### config.mk
export PLATFORM = sky130hd
export DESIGN_NAME = gp8_port
export DESIGN_NICKNAME = d
export VERILOG_FILES = /design/src/gp8_pkg.sv /design/src/gp8_port.sv
export VERILOG_INCLUDE_DIRS = /design/src /design/src/src
export SDC_FILE = /design/constraint.sdc
export NUM_CORES = 1
export LEC_CHECK = 0
export BUFFER_PORTS_ARGS = -buffer_cell sky130_fd_sc_hd__buf_2
export CORE_ASPECT_RATIO = 0.8
export CORE_MARGIN = 2
export CORE_UTILIZATION = 50
export DETAILED_ROUTE_END_ITERATION = 10
export GPL_TIMING_DRIVEN = 0
export PLACE_DENSITY = 0.8
export SYNTH_ARGS = -nofsm -noshare
export SYNTH_HDL_FRONTEND = slang
export SYNTH_SLANG_ARGS = --single-unit
export TNS_END_PERCENT = 30
### constraint.sdc
create_clock -name sys_clk -period 1.35 [get_ports sys_clk]
set_input_delay 0.0675 -clock sys_clk [delete_from_list [all_inputs] [get_ports sys_clk]]
set_output_delay 0.0675 -clock sys_clk [all_outputs]
set_load 0.05 [all_outputs]
### src/gp8_map.svh
`ifndef GP8_MAP_SVH
`define GP8_MAP_SVH

// ----------------------------------------
// register offsets (byte addresses)
// ----------------------------------------
`define GP8_ADDR_W 8
`define GP8_OFF_PINS 8'h00
`define GP8_OFF_LATCH 8'h04
`define GP8_OFF_DIR 8'h08
`define GP8_OFF_ANA 8'h0C
`define GP8_OFF_SET 8'h10
`define GP8_OFF_CLR 8'h14
`define GP8_OFF_OWNER 8'h18

// ----------------------------------------
// reset values and pin layout
// ----------------------------------------
`define GP8_LATCH_RST 8'h00
`define GP8_DIR_RST 8'hFF
`define GP8_ANA_RST 8'hFF
`define GP8_READ_NONE 8'h00
`define GP8_GPIO_ONLY 8'h9F
`define GP8_PIN_REG 5
`define GP8_PIN_CLK 6

`endif

### src/gp8_pkg.sv
package gp8_pkg;

    typedef logic [7:0] gp8_byte_t;

    // output functions that can claim pin 6, highest first
    typedef struct packed {
        logic clkOutEn;
        logic clkOutVal;
        logic oscOutEn;
        logic oscOutVal;
    } gp8_pin6_fn_s;

    // pad drive: oeN low while the pin is driven
    typedef struct packed {
        gp8_byte_t out;
        gp8_byte_t oeN;
    } gp8_pad_s;

    // current owner of pin 6
    typedef enum logic [2:0] {
        GP8_SRC_GPIO = 3'b001,
        GP8_SRC_OSC = 3'b010,
        GP8_SRC_CLK = 3'b100
    } gp8_src_e;

endpackage

### src/gp8_port.sv
// Strobed register access and the register addresses were chosen for this implementation.
`timescale 1ns/1ps
`include "gp8_map.svh"

// How it works
// [RQ1] eight pins, each independently an input or an output.
// [RQ2] direction bit one turns the pin driver off; pin is an input.
// [RQ3] direction bit zero drives the pin from its output latch.
// [RQ4] data register reads pin levels; writes go to the latch.
// [RQ5] every port write samples pins, modifies, stores into the latch. Here only SET and CLR writes do; PINS and LATCH writes store the data as is.
// [RQ6] direction bits control drivers even for analog pins.
// [RQ7] software should keep analog pins set as inputs.
// [RQ8] analog-select one makes digital reads zero, enables analog input.
// [RQ9] analog select never changes digital output drive.
// [RQ10] all analog-select bits reset to analog mode.
// [RQ11] among enabled output functions the highest priority owns the pin.
// [RQ12] analog inputs live only in analog mode; outputs still obey priority.
// [RQ13] pin six: clock output, then oscillator, then general I/O.
// [RQ14] latch register reads the stored latch, not the pins.

module gp8_port (
    input wire logic sys_clk,
    input wire logic rst_n,
    input wire logic [`GP8_ADDR_W-1:0] regAddr,
    input wire gp8_pkg::gp8_byte_t regWrData,
    input wire logic regWr,
    input wire logic regRd,
    output gp8_pkg::gp8_byte_t regRdData,
    input wire gp8_pkg::gp8_byte_t padIn,
    output gp8_pkg::gp8_pad_s pad,
    input wire gp8_pkg::gp8_pin6_fn_s pin6Fn,
    input wire logic regCapEn,
    output gp8_pkg::gp8_byte_t analogEn
);

    // ----------------------------------------
    // storage
    // ----------------------------------------
    gp8_pkg::gp8_byte_t portOutputLatch;
    gp8_pkg::gp8_byte_t portDirection;
    gp8_pkg::gp8_byte_t portAnalogSelect;
    gp8_pkg::gp8_byte_t next_portOutputLatch;
    gp8_pkg::gp8_byte_t next_regRdData;

    // ----------------------------------------
    // address decode
    // ----------------------------------------
    wire logic hitPins;
    wire logic hitLatch;
    wire logic hitDir;
    wire logic hitAna;
    wire logic hitSet;
    wire logic hitClr;
    wire logic hitOwner;

    assign hitPins = (regAddr == `GP8_OFF_PINS);
    assign hitLatch = (regAddr == `GP8_OFF_LATCH);
    assign hitDir = (regAddr == `GP8_OFF_DIR);
    assign hitAna = (regAddr == `GP8_OFF_ANA);
    assign hitSet = (regAddr == `GP8_OFF_SET);
    assign hitClr = (regAddr == `GP8_OFF_CLR);
    assign hitOwner = (regAddr == `GP8_OFF_OWNER);

    // ----------------------------------------
    // digital input path
    // ----------------------------------------
    // analog pins read zero in every digital read, including the
    // read half of a read-modify-write, so a set/clear on a port with
    // analog pins can clear their latch bits: the hazard is kept as is
    wire gp8_pkg::gp8_byte_t pinRead;

    assign pinRead = padIn & ~portAnalogSelect; // RQ8
    assign analogEn = portAnalogSelect; // RQ12

    // ----------------------------------------
    // latch update
    // ----------------------------------------
    always_comb begin
        next_portOutputLatch = portOutputLatch;
        if (regWr) begin
            if (hitPins || hitLatch) begin
                next_portOutputLatch = regWrData; // RQ4
            end else if (hitSet) begin
                next_portOutputLatch = pinRead | regWrData; // RQ5
            end else if (hitClr) begin
                next_portOutputLatch = pinRead & ~regWrData; // RQ5
            end
        end
    end

    always_ff @(posedge sys_clk or negedge rst_n) begin
        if (!rst_n) begin
            portOutputLatch <= `GP8_LATCH_RST;
        end else begin
            portOutputLatch <= next_portOutputLatch;
        end
    end

    // ----------------------------------------
    // direction and analog select
    // ----------------------------------------
    always_ff @(posedge sys_clk or negedge rst_n) begin
        if (!rst_n) begin
            portDirection <= `GP8_DIR_RST;
            portAnalogSelect <= `GP8_ANA_RST; // RQ10
        end else begin
            if (regWr && hitDir) begin
                portDirection <= regWrData;
            end
            if (regWr && hitAna) begin
                portAnalogSelect <= regWrData;
            end
        end
    end

    // ----------------------------------------
    // pin 6 owner
    // ----------------------------------------
    gp8_pkg::gp8_src_e pin6Owner;
    wire logic pin6Out;
    wire logic pin6OeN;

    assign pin6Owner = pin6Fn.clkOutEn ? gp8_pkg::GP8_SRC_CLK
        : pin6Fn.oscOutEn ? gp8_pkg::GP8_SRC_OSC
        : gp8_pkg::GP8_SRC_GPIO; // RQ11 RQ13
    // a peripheral that owns pin six drives it whatever its direction bit says
    assign pin6Out = (pin6Owner == gp8_pkg::GP8_SRC_CLK) ? pin6Fn.clkOutVal
        : (pin6Owner == gp8_pkg::GP8_SRC_OSC) ? pin6Fn.oscOutVal
        : portOutputLatch[`GP8_PIN_CLK]; // RQ3 RQ13
    assign pin6OeN = (pin6Owner == gp8_pkg::GP8_SRC_GPIO) ? portDirection[`GP8_PIN_CLK] : 1'b0; // RQ2 RQ11

    // ----------------------------------------
    // pad drivers, one per pin
    // ----------------------------------------
    // analog select is deliberately absent here: it only shapes reads
    genvar p;
    generate
        for (p = 0; p < 8; p++) begin : g_pin
            if (p == `GP8_PIN_CLK) begin : g_fn
                assign pad.out[p] = pin6Out; // RQ13
                assign pad.oeN[p] = pin6OeN; // RQ11
            end else if (p == `GP8_PIN_REG) begin : g_reg
                // regulator capacitor takes the pin and silences the driver
                assign pad.out[p] = portOutputLatch[p];
                assign pad.oeN[p] = regCapEn | portDirection[p]; // RQ11
            end else begin : g_io
                assign pad.out[p] = portOutputLatch[p]; // RQ3 RQ9
                assign pad.oeN[p] = portDirection[p]; // RQ1 RQ2 RQ6
            end
        end
    endgenerate

    // ----------------------------------------
    // read path
    // ----------------------------------------
    always_comb begin
        next_regRdData = `GP8_READ_NONE;
        if (hitPins) begin
            next_regRdData = pinRead; // RQ4 RQ8
        end else if (hitLatch) begin
            next_regRdData = portOutputLatch; // RQ14
        end else if (hitDir) begin
            next_regRdData = portDirection;
        end else if (hitAna) begin
            next_regRdData = portAnalogSelect;
        end else if (hitOwner) begin
            next_regRdData = {5'h00, pin6Owner};
        end
    end

    // data stands only in the cycle after the read strobe
    always_ff @(posedge sys_clk or negedge rst_n) begin
        if (!rst_n) begin
            regRdData <= `GP8_READ_NONE;
        end else if (regRd) begin
            regRdData <= next_regRdData;
        end else begin
            regRdData <= `GP8_READ_NONE;
        end
    end
endmodule // gp8_port

==> results.tsv, run 1 <==
stage	metric	value	unit
status	status	finished, violations left	
status	violations	negative setup slack	
floorplanning	fp.dieW	73.20	µm
global_route	grt_max_degree	33	
worst_setup_path	path_class	in -> reg	
detailed_routing	wirelength	4464	µm
clock_network	cts_tree	yes	
global_route	overflow	0	
run	max_cap_violations	0	
worst_setup_path	crit_arrival	1580	ps
floorplanning	die_h	59.36	µm
clock_network	cts.reportedPaths.clkPinSlew	70	ps
min_path	hp-start	regWrData[0]	
cells_and_area	area_growth	28.35	%
floorplanning	core	0.003729	mm²
cells_and_area	fillerInstances	305	
clock_network	numClockSinks	32	
cells_and_area	layout.nets	286	
global_route	use_met3	5.442	%
synthesis	synth_edf_count	0	
detailed_routing	dr.pass1.iters	4	
cells_and_area	seq_area	820.8	µm²
placement	port_buffers	63	
synthesis	synth_top_area_share	21.95	%
clock_network	clock_latency	280	ps
worst_setup_path	worst_ep_required_time	1510	ps
floorplanning	start_util	51.38	%
clock_network	cts_buffer_depth	2	
synthesis	syn_nets	212	
placement	post-place-ws	-524.5	ps
synthesis	syn_area_per_cell	10.70	µm²
global_route	use_met1	31.48	%
worst_setup_path	slowest_stage	or4_4	
worst_setup_path	path_cells	buf_2 > or3_4 > or4_4 > buf_6 > a221oi_1 > a21oi_1	
worst_setup_path	slowest_delay	450	ps
floorplanning	dieArea	0.004345	mm²
timing	fin_ws	-68.86	ps
detailed_routing	drt_iter0_markers	155	
timing	max_slew_margin	53.13	%
clock_network	cts_made_buffers	5	
cells_and_area	num_antenna_cells	0	
timing	fmax	704.8	MHz
cells_and_area	fin_util	65.94	%
cells_and_area	multiInputGateArea	925.9	µm²
global_route	grt.total_usage	22.39	%
timing	setup_tns	-279.4	ps
global_route	met2_usage	33.08	%
clock_network	h-tree-depth	2	
placement	hpwl	3211	µm
detailed_routing	ant_nets	0	
worst_setup_path	regToRegStartpoint	analogEn[2]	
synthesis	yosysWarnings	0	
synthesis	ys_seq_area_share	42.85	%
timing	drv_slew	0	
synthesis	synthCells	179	
worst_setup_path	worst-path-max-fanout	10	
timing	fin_skew	5.920	ps
synthesis	synth_largest_area_cell	dfstp_2	
timing	final_hold_viol_count	0	
floorplanning	io_pins	65	
timing	final.period_utilization	105.1	%
detailed_routing	wl_per_cell	14.98	µm
power	vdd_drop_max	0.6330	mV
global_route	top_usage_layer	met2	
synthesis	synth-seq-cells	32	
synthesis	syn_area	0.001916	mm²
synthesis	synth_flop_cell	dfstp_2	
min_path	hold_path_class	in -> reg	
floorplanning	rows	20	
synthesis	ys_top_cells_by_area	dfstp_2 22%, dfrtp_1 21%, mux2_2 9.4%	
worst_setup_path	cp_top_family	simple AND/OR/NAND/NOR gates	
detailed_routing	drc	0	
detailed_routing	via_per_inst	5.436	
timing	whs	64.83	ps
power	power_density	995.5	mW/mm²
worst_setup_path	crit_start	regAddr[6]	
timing	finalSetupViolCount	9	
synthesis	synthTopCellsByCount	16 x buf_4, 16 x dfrtp_1, 16 x dfstp_2, 16 x mux2_2, 15 x a21oi_1	
worst_setup_path	start_kind	input pin	
worst_setup_path	path_buf_inv	2	
clock_network	ctsRootBufferMaster	clkbuf_8	
global_route	grt_pass1_vias	1470	
worst_setup_path	critPathCaptureType	register	
global_route	antenna_found_initial	0	
placement	gp_congestion	0.8710	
timing	tightest_slew	703.1	ps
global_route	grt_pass1_wl	7176	µm
synthesis	async_flop_share	100.0	%
power	cellLeakagePower	1.215	nW
timing	grt_setup_unrepaired	yes	
timing	period_needed	1419	ps
detailed_routing	vias	1620	
synthesis	synth_cell_types	42	
cells_and_area	drive_gt1_share	55.91	%
==> cell usage in the layout, fill, tap and decap left out, types with 3 or more instances in the layout <==
| cell | synthesis | layout |
|---|---|---|
| dfstp_2 | 16 | 16 |
| mux2_2 | 16 | 16 |
| nor2b_1 | 5 | 5 |
| clkbuf_1 | 3 | 5 |
| mux2i_1 | 4 | 4 |
| buf_6 | 2 | 3 |
| inv_1 | 14 | 14 |
| clkbuf_8 | 0 | 5 |
| buf_4 | 16 | 21 |
| nand2b_1 | 10 | 10 |
| buf_2 | 0 | 61 |
| dfrtp_1 | 16 | 16 |
| o21ai_0 | 4 | 4 |
| a222oi_1 | 3 | 3 |
| nor2_1 | 7 | 7 |
| nor3b_1 | 6 | 5 |
| a221oi_2 | 2 | 3 |
| a31oi_1 | 5 | 5 |
| nor3_1 | 4 | 3 |
| a21oi_1 | 15 | 15 |
| a221oi_1 | 6 | 5 |
==> sequential cells by signal, indices dropped and copies added (netlist names) <==
register and flops:
analogEn 8, portDirection 8, portOutputLatch 8, regRdData 8
==> timing repair <==
item                                    4_1_cts  5_1_grt
setup buffers                                 2        2
hold buffers                                  1        0
pin swaps                                     4        1
cloned                                        0        0
endpoints found under the setup margin       30       19
resized for setup                             8        7
hold endpoints to repair                     16        0
==> worst reg2reg max path, stage by stage (launching register included) <==
cell and delay, ps:
dfstp_2 560, inv_1 60, o22ai_1 140, a21oi_1 100, nor4b_2 300
==> cell families (layout without fill, tap and decap cells) <==
logic type / Yosys count / after routing / synth area share [%]
mux: 20 / 20 / 11.50
buf+inv: 37 / 112 / 11.23
compound gates: 44 / 44 / 17.38
flops: 32 / 32 / 42.85
simple gates: 46 / 46 / 17.05
==> final timing paths <==
| check | endpoint | slack, ps | depth (start not counted) |
|---|---|---|---|
| min reg2reg | portOutputLatch[6] | 540 | 2 |
| min in group asynchronous | regRdData[0] | 370 | 2 |
| max reg2reg | regRdData[2] | 90 | 4 |
| max | portOutputLatch[0] | -70 | 6 |
| max in group asynchronous | regRdData[3] | 520 | 2 |
| min | portDirection[0] | 60 | 2 |
==> layout make-up <==
type / count / area share (%)
inverter: 14 / 2.137
buffer: 22 / 6.514
sequential: 32 / 33.38
timing repair buffer: 68 / 14.81
tap: 44 / 2.239
multi-input combinational: 110 / 37.66
clock buffer: 8 / 3.257
==> per-layer routing <==
layer,wire length (µm),part of all wire (%)
met1,2039,46
met2,2032,46
met5,0,0
met4,45,1.0
met3,347,7.8
==> metrics by stage <==
| stage | instances | cell area, µm² | total power, W |
|---|---|---|---|
| 2_1_floorplan | 179 | 1916 | 0.001573 |
| 3_5_place_dp | 286 | 2286 | 0.001751 |
| 3_3_place_gp | 286 | 2286 | 0.001741 |
| 5_1_grt | 298 | 2459 | 0.002572 |
| 4_1_cts | 297 | 2437 | 0.002458 |
| 6_report | 298 | 2459 | 0.002447 |
==> power by group <==
| group | leakage [nW] | switching, W | internal, W | total (W) |
|---|---|---|---|---|
| sequential | 0.357 | 0.0000513 | 0.00104 | 0.00110 |
| clock | 0.0395 | 0.000329 | 0.000366 | 0.000695 |
| combinational | 0.818 | 0.000423 | 0.000234 | 0.000657 |
(Power assumes the default switching activity.)
==> run 2, diff against run 1 <==
--- a/config.mk
+++ b/config.mk
@@ -13,6 +13,7 @@
 export DETAILED_ROUTE_END_ITERATION = 10
 export GPL_TIMING_DRIVEN = 0
 export PLACE_DENSITY = 0.8
+export REMOVE_ABC_BUFFERS = 1
 export SYNTH_ARGS = -nofsm -noshare
 export SYNTH_HDL_FRONTEND = slang
 export SYNTH_SLANG_ARGS = --single-unit
==> run 2 against run 1 <==
Effect of this change:
- the run still ends with negative setup slack left
- via count decreased by 0.80%
- global-route usage increased by 0.66 points
- clock-buffer cell count decreased by 1
- largest cell class unchanged
- sequential share of layout area increased by 0.91 points
- clock skew decreased by 2.0 ps
- core utilization decreased by 1.7 points
- highest routed layer unchanged
- first-iteration DRC count decreased by 47%
- wire length increased by 5.4%
- worst setup slack improved by 53 ps
- combinational power decreased by 8.8%
==> results.tsv, run 2 (synthesized netlist as in run 1, its figures left out) <==
stage	metric	value	unit	change
status	status	finished, violations left		
status	violations	negative setup slack		
floorplanning	io_pins	65		unchanged
worst_setup_path	slowest_delay	480	ps	+30 ps
timing	period_needed	1366	ps	-52.51 ps
timing	max_slew_margin	54.32	%	+1.2 points
global_route	grt.total_usage	23.05	%	+0.66 points
timing	fin_ws	-16.35	ps	+52.51 ps
floorplanning	fp.dieW	73.20	µm	unchanged
cells_and_area	drive_gt1_share	56.30	%	+0.40 points
worst_setup_path	path_cells	buf_6 > or3_4 > or4_4 > buf_6 > a221oi_2 > a21oi_1		
worst_setup_path	slowest_stage	or4_4		
worst_setup_path	worst-r2r-setup-slack	100	ps	about the same
clock_network	numClockSinks	32		unchanged
worst_setup_path	path_class	in -> reg		
timing	drv_slew	0		unchanged
power	vdd_drop_max	0.5639	mV	-11%
timing	finalSetupViolCount	1		-8
cells_and_area	final_cells	282		-5.4%
worst_setup_path	cpMostUsedCell	buf_6		
placement	gp_congestion	0.7905		-9.2%
detailed_routing	wl_per_cell	16.69	µm	+11%
worst_setup_path	worst_ep_required_time	1520	ps	about the same
cells_and_area	area_growth	24.95	%	
clock_network	cts_made_buffers	5		unchanged
power	power_density	1007	mW/mm²	+1.1%
worst_setup_path	regToRegStartpoint	analogEn[2]		
clock_network	clock_latency	290	ps	about the same
clock_network	h-tree-depth	2		unchanged
timing	fmax	731.9	MHz	+3.8%
detailed_routing	ant_nets	0		unchanged
detailed_routing	drt_iter0_markers	82		-47%
global_route	grt_max_degree	33		unchanged
timing	final_hold_viol_count	0		unchanged
floorplanning	rows	20		unchanged
global_route	antenna_found_initial	0		unchanged
min_path	hold_path_class	in -> reg		
cells_and_area	final_cell_mix	61 x buf_2, 16 x mux2_2, 16 x dfstp_2, 16 x dfrtp_1, 15 x a21oi_1		
clock_network	cts_buffer_depth	2		unchanged
min_path	hold_end	analogEn[2]		
placement	hpwl	3148	µm	-2.0%
detailed_routing	vias	1607		-0.80%
run	max_cap_violations	0		unchanged
worst_setup_path	reg2reg_to	regRdData[2]		
timing	grt_setup_unrepaired	yes		
placement	placed_cells	264		-7.7%
placement	port_buffers	64		+1.6%
floorplanning	core	0.003729	mm²	unchanged
global_route	grt_pass1_vias	1510		+2.7%
min_path	holdPathStages	2		unchanged
detailed_routing	dr.pass1.iters	5		+1
clock_network	ctsRootBufferMaster	clkbuf_8		
worst_setup_path	critPathCaptureType	register		
floorplanning	die_h	59.36	µm	unchanged
global_route	grt_pass1_wl	7348	µm	+2.4%
cells_and_area	layout.nets	270		-5.6%
cells_and_area	fin_util	64.19	%	-1.7 points
cells_and_area	mostFrequentLayoutCell	buf_2		
detailed_routing	via_per_inst	5.699		+4.8%
clock_network	cts.reportedPaths.clkPinSlew	70	ps	about the same
floorplanning	start_util	51.38	%	unchanged
worst_setup_path	worst-path-max-fanout	5		-5
power	cellLeakagePower	1.163	nW	-4.3%
global_route	overflow	0		unchanged
timing	tightest_slew	685.2	ps	-17.92 ps
clock_network	cts_tree	yes		
detailed_routing	drc	0		unchanged
placement	post-place-ws	-544.6	ps	-20.12 ps
floorplanning	dieArea	0.004345	mm²	unchanged
timing	fin_skew	3.957	ps	-1.963 ps
detailed_routing	wirelength	4707	µm	+5.4%
min_path	hp-start	regWrData[2]		
timing	final.period_utilization	101.2	%	-3.9 points
worst_setup_path	r2r_cells	4		unchanged
worst_setup_path	crit_arrival	1540	ps	-40 ps
worst_setup_path	start_kind	input pin		
cells_and_area	num_antenna_cells	0		unchanged
-- run 2: cell count changes in the layout (fill, tap and decap cells not counted), sizes merged --
cell    change
clkbuf      -4
buf        -13
clkinv      +1
-- run 2: per-stage QoR --
stage	setup TNS [ps]	hold WS (ps)	area, µm²	total power [W]
2_1_floorplan	-2781	-228.1	1753	0.001484
3_5_place_dp	-13220	145.4	2128	0.001682
5_1_grt	-604.9	72.39	2394	0.002505
6_report	-16.35	64.38	2394	0.002410
4_1_cts	-1152	58.67	2354	0.002406
3_3_place_gp	-12830	147.2	2128	0.001670
-- run 2: repair_timing --
| action | 4_1_cts | 5_1_grt |
|---|---|---|
| setup endpoints to repair | 29 | 29 |
| hold buffers | 1 | 0 |
| gates resized for setup | 15 | 6 |
| pin swaps | 12 | 6 |
| buffers inserted | 7 | 2 |
| endpoints found under the hold margin | 16 | 0 |
-- run 2: final cells by class --
type	instances	area, µm²
clock buffers	7	76.32
clock inverters	1	5.005
fillers	303	1335
inverters	14	52.55
multi-input cells	110	963.4
flip-flops and latches	32	820.8
well taps	44	55.05
repair buffers	74	420.4
-- run 2: how the worst max path moves through the flow --
stage | slack [ps] | startpoint | endpoint | depth (start not counted)
2_1_floorplan | -380 | portDirection[6] | pad[6] | 1
3_3_place_gp | -560 | regAddr[5] | portOutputLatch[2] | 5
3_5_place_dp | -540 | regAddr[5] | portOutputLatch[2] | 5
4_1_cts | -80 | regAddr[6] | portDirection[1] | 5
5_1_grt | -40 | regAddr[6] | portOutputLatch[6] | 6
6_report | -20 | regAddr[6] | portOutputLatch[6] | 6
-- run 2: where the power goes --
| part | internal [W] | switching [W] | leakage (nW) | total, W |
|---|---|---|---|---|
| clock | 0.000361 | 0.000352 | 0.0422 | 0.000713 |
| sequential | 0.00104 | 0.0000534 | 0.357 | 0.00110 |
| combinational | 0.000178 | 0.000421 | 0.763 | 0.000599 |
-- run 2: critical path: cells and delay by family --
kind | cells | cell delay, ps
buf+inv | 2 | 250
compound gates | 2 | 310
simple gates | 2 | 900
-- run 2: layer usage --
layer | track usage [%] | vias to the layer above | share of wire (%)
met2 | 35.65 | 68 | 46
met5 | 0 | - | 0
met3 | 6.122 | 10 | 8.6
met1 | 31.00 | 766 | 44
li1 | - | 763 | -
met4 | 9.259 | 0 | 1.3
==> run 3, diff against run 2 <==
--- a/config.mk
+++ b/config.mk
@@ -9,10 +9,11 @@
 export BUFFER_PORTS_ARGS = -buffer_cell sky130_fd_sc_hd__buf_2
 export CORE_ASPECT_RATIO = 0.8
 export CORE_MARGIN = 2
-export CORE_UTILIZATION = 50
+export CORE_UTILIZATION = 52
+export CTS_BUF_LIST = sky130_fd_sc_hd__clkbuf_8
 export DETAILED_ROUTE_END_ITERATION = 10
 export GPL_TIMING_DRIVEN = 0
-export PLACE_DENSITY = 0.8
+export PLACE_DENSITY = 0.82
 export REMOVE_ABC_BUFFERS = 1
 export SYNTH_ARGS = -nofsm -noshare
 export SYNTH_HDL_FRONTEND = slang
==> run 3 against run 2 <==
Effect of this change:
- the run still ends with negative setup slack left
- combinational power rose by 2%
- worst setup slack worse by 37 ps
- non-clock buffer count up 3
- first-iteration DRC count up 52%
- die area decreased by 3.6%
- global-route usage increased by 0.92 points
- design area is 0.78% higher
- maximum frequency shrank 2.6%
- sequential power is essentially flat
- via count grew 5.8%
- critical path depth did not move
- highest routed layer unchanged
==> results.tsv, run 3 (synthesized netlist as in run 1, its figures left out) <==
stage	metric	value	unit	change
timing	whs	62.11	ps	-2.270 ps
cells_and_area	area_growth	25.93	%	
run	max_cap_violations	0		unchanged
worst_setup_path	regToRegStartpoint	analogEn[2]		
timing	drv_slew	0		unchanged
clock_network	numClockSinks	32		unchanged
detailed_routing	wl_per_cell	18.30	µm	+9.6%
worst_setup_path	r2r_cells	4		unchanged
floorplanning	fp.dieW	71.86	µm	-1.8%
worst_setup_path	path_class	in -> reg		
status	violations	negative setup slack		
clock_network	cts_buffer_depth	2		unchanged
worst_setup_path	critPathCaptureType	register		
global_route	overflow	0		unchanged
global_route	grt_max_degree	33		unchanged
worst_setup_path	reg2reg_to	regRdData[2]		
min_path	hold_path_class	in -> reg		
clock_network	cts_tree	yes		
min_path	hold_end	analogEn[0]		
timing	fin_ws	-52.87	ps	-36.52 ps
timing	period_needed	1403	ps	+36.52 ps
floorplanning	start_util	55.19	%	+3.8 points
timing	final.period_utilization	103.9	%	+2.7 points
detailed_routing	wirelength	5178	µm	+10%
global_route	grt.total_usage	23.97	%	+0.92 points
timing	fin_skew	4.637	ps	+0.6800 ps
global_route	grt_pass1_vias	1573		+4.2%
cells_and_area	mostFrequentLayoutCell	buf_2		
worst_setup_path	worst-r2r-setup-slack	120	ps	+20 ps
worst_setup_path	start_kind	input pin		
worst_setup_path	crit_arrival	1610	ps	+70 ps
detailed_routing	drt_iter0_markers	125		+52%
clock_network	h-tree-depth	2		unchanged
cells_and_area	final_cells	283		+0.35%
floorplanning	die_h	58.29	µm	-1.8%
clock_network	cts.reportedPaths.clkPinSlew	60	ps	about the same
floorplanning	io_pins	65		unchanged
detailed_routing	via_per_inst	6.007		+5.4%
placement	port_buffers	64		unchanged
detailed_routing	drc	0		unchanged
clock_network	ctsRootBufferMaster	clkbuf_8		
clock_network	cts_made_buffers	5		unchanged
floorplanning	dieArea	0.004188	mm²	-3.6%
global_route	grt_pass1_wl	7479	µm	+1.8%
worst_setup_path	worst_ep_required_time	1560	ps	+40 ps
floorplanning	core	0.003471	mm²	-6.9%
timing	max_slew_margin	53.35	%	-0.97 points
placement	placed_cells	262		-0.76%
timing	finalSetupViolCount	9		+8
cells_and_area	final_cell_mix	61 x buf_2, 16 x inv_1, 16 x mux2_2, 16 x dfstp_2, 16 x dfrtp_1		
clock_network	clock_latency	290	ps	about the same
timing	grt_setup_unrepaired	yes		
detailed_routing	dr.pass1.iters	6		+1
cells_and_area	layout.nets	273		+1.1%
power	power_density	1018	mW/mm²	+1.1%
min_path	holdPathStages	2		unchanged
min_path	hp-start	regWrData[0]		
timing	final_hold_viol_count	0		unchanged
timing	tightest_slew	699.8	ps	+14.56 ps
placement	gp_congestion	0.7990		+1.1%
placement	hpwl	3040	µm	-3.4%
cells_and_area	drive_gt1_share	56.02	%	-0.29 points
power	cellLeakagePower	1.191	nW	+2.4%
floorplanning	rows	19		-5.0%
status	status	finished, violations left		
detailed_routing	vias	1700		+5.8%
cells_and_area	fin_util	69.50	%	+5.3 points
power	vdd_drop_max	0.7176	mV	+27%
cells_and_area	num_antenna_cells	0		unchanged
detailed_routing	ant_nets	0		unchanged
global_route	antenna_found_initial	0		unchanged
worst_setup_path	worst-path-max-fanout	8		+3
timing	fmax	712.8	MHz	-2.6%
## run 3: how the worst max path moves through the flow
stage	from	end	slack, ps	cells after the start
4_1_cts	regAddr[6]	regRdData[1]	-110	6
6_report	regAddr[7]	regRdData[1]	-50	6
3_3_place_gp	regAddr[5]	portOutputLatch[0]	-530	5
3_5_place_dp	regAddr[5]	portOutputLatch[7]	-540	5
5_1_grt	regAddr[7]	portOutputLatch[4]	-100	6
2_1_floorplan	portDirection[6]	pad[6]	-380	1
## run 3: final cells by class
cell class,count,area (µm²)
inverters,14,52.55
clock inverters,2,7.507
well taps,42,52.55
repair buffers,77,439.2
fillers,258,1059
flip-flops and latches,32,820.8
clock buffers,6,82.58
multi-input cells,110,957.2
## run 3: worst max-delay path, cell delays in order
cell and delay, ps:
buf_2 110, or3_4 410, or4_4 510, buf_6 160, a21o_2 180, a31oi_1 180
## run 3: stage by stage
step	setup slack [ps]	total power, W	cell area [µm²]	TNS (ps)
floorplan	-384.9	0.001484	1753	-2781
global placement	-526.0	0.001669	2126	-13190
detailed placement	-539.6	0.001677	2126	-13890
CTS	-114.7	0.002426	2341	-2257
global route	-97.80	0.002544	2412	-739.8
finish	-52.87	0.002456	2412	-306.9
## run 3: repair_timing
item / 4_1_cts / 5_1_grt
buffers inserted: 9 / 3
gates resized for setup: 9 / 8
gates cloned: 0 / 0
hold endpoints to repair: 16 / 0
endpoints found under the setup margin: 30 / 28
pin swaps: 7 / 3
hold buffers: 1 / 0
## run 3: power by group
| group | switching, W | internal [W] |
|---|---|---|
| Sequential | 0.0000516 | 0.00104 |
| Combinational | 0.000432 | 0.000181 |
| Clock | 0.000348 | 0.000400 |
## run 3: layer usage
metal / GRT usage, % / share of wire (%)
met1: 29.48 / 42
met5: 0 / 0
met3: 6.261 / 5.7
met4: 6.739 / 3.6
met2: 41.93 / 49
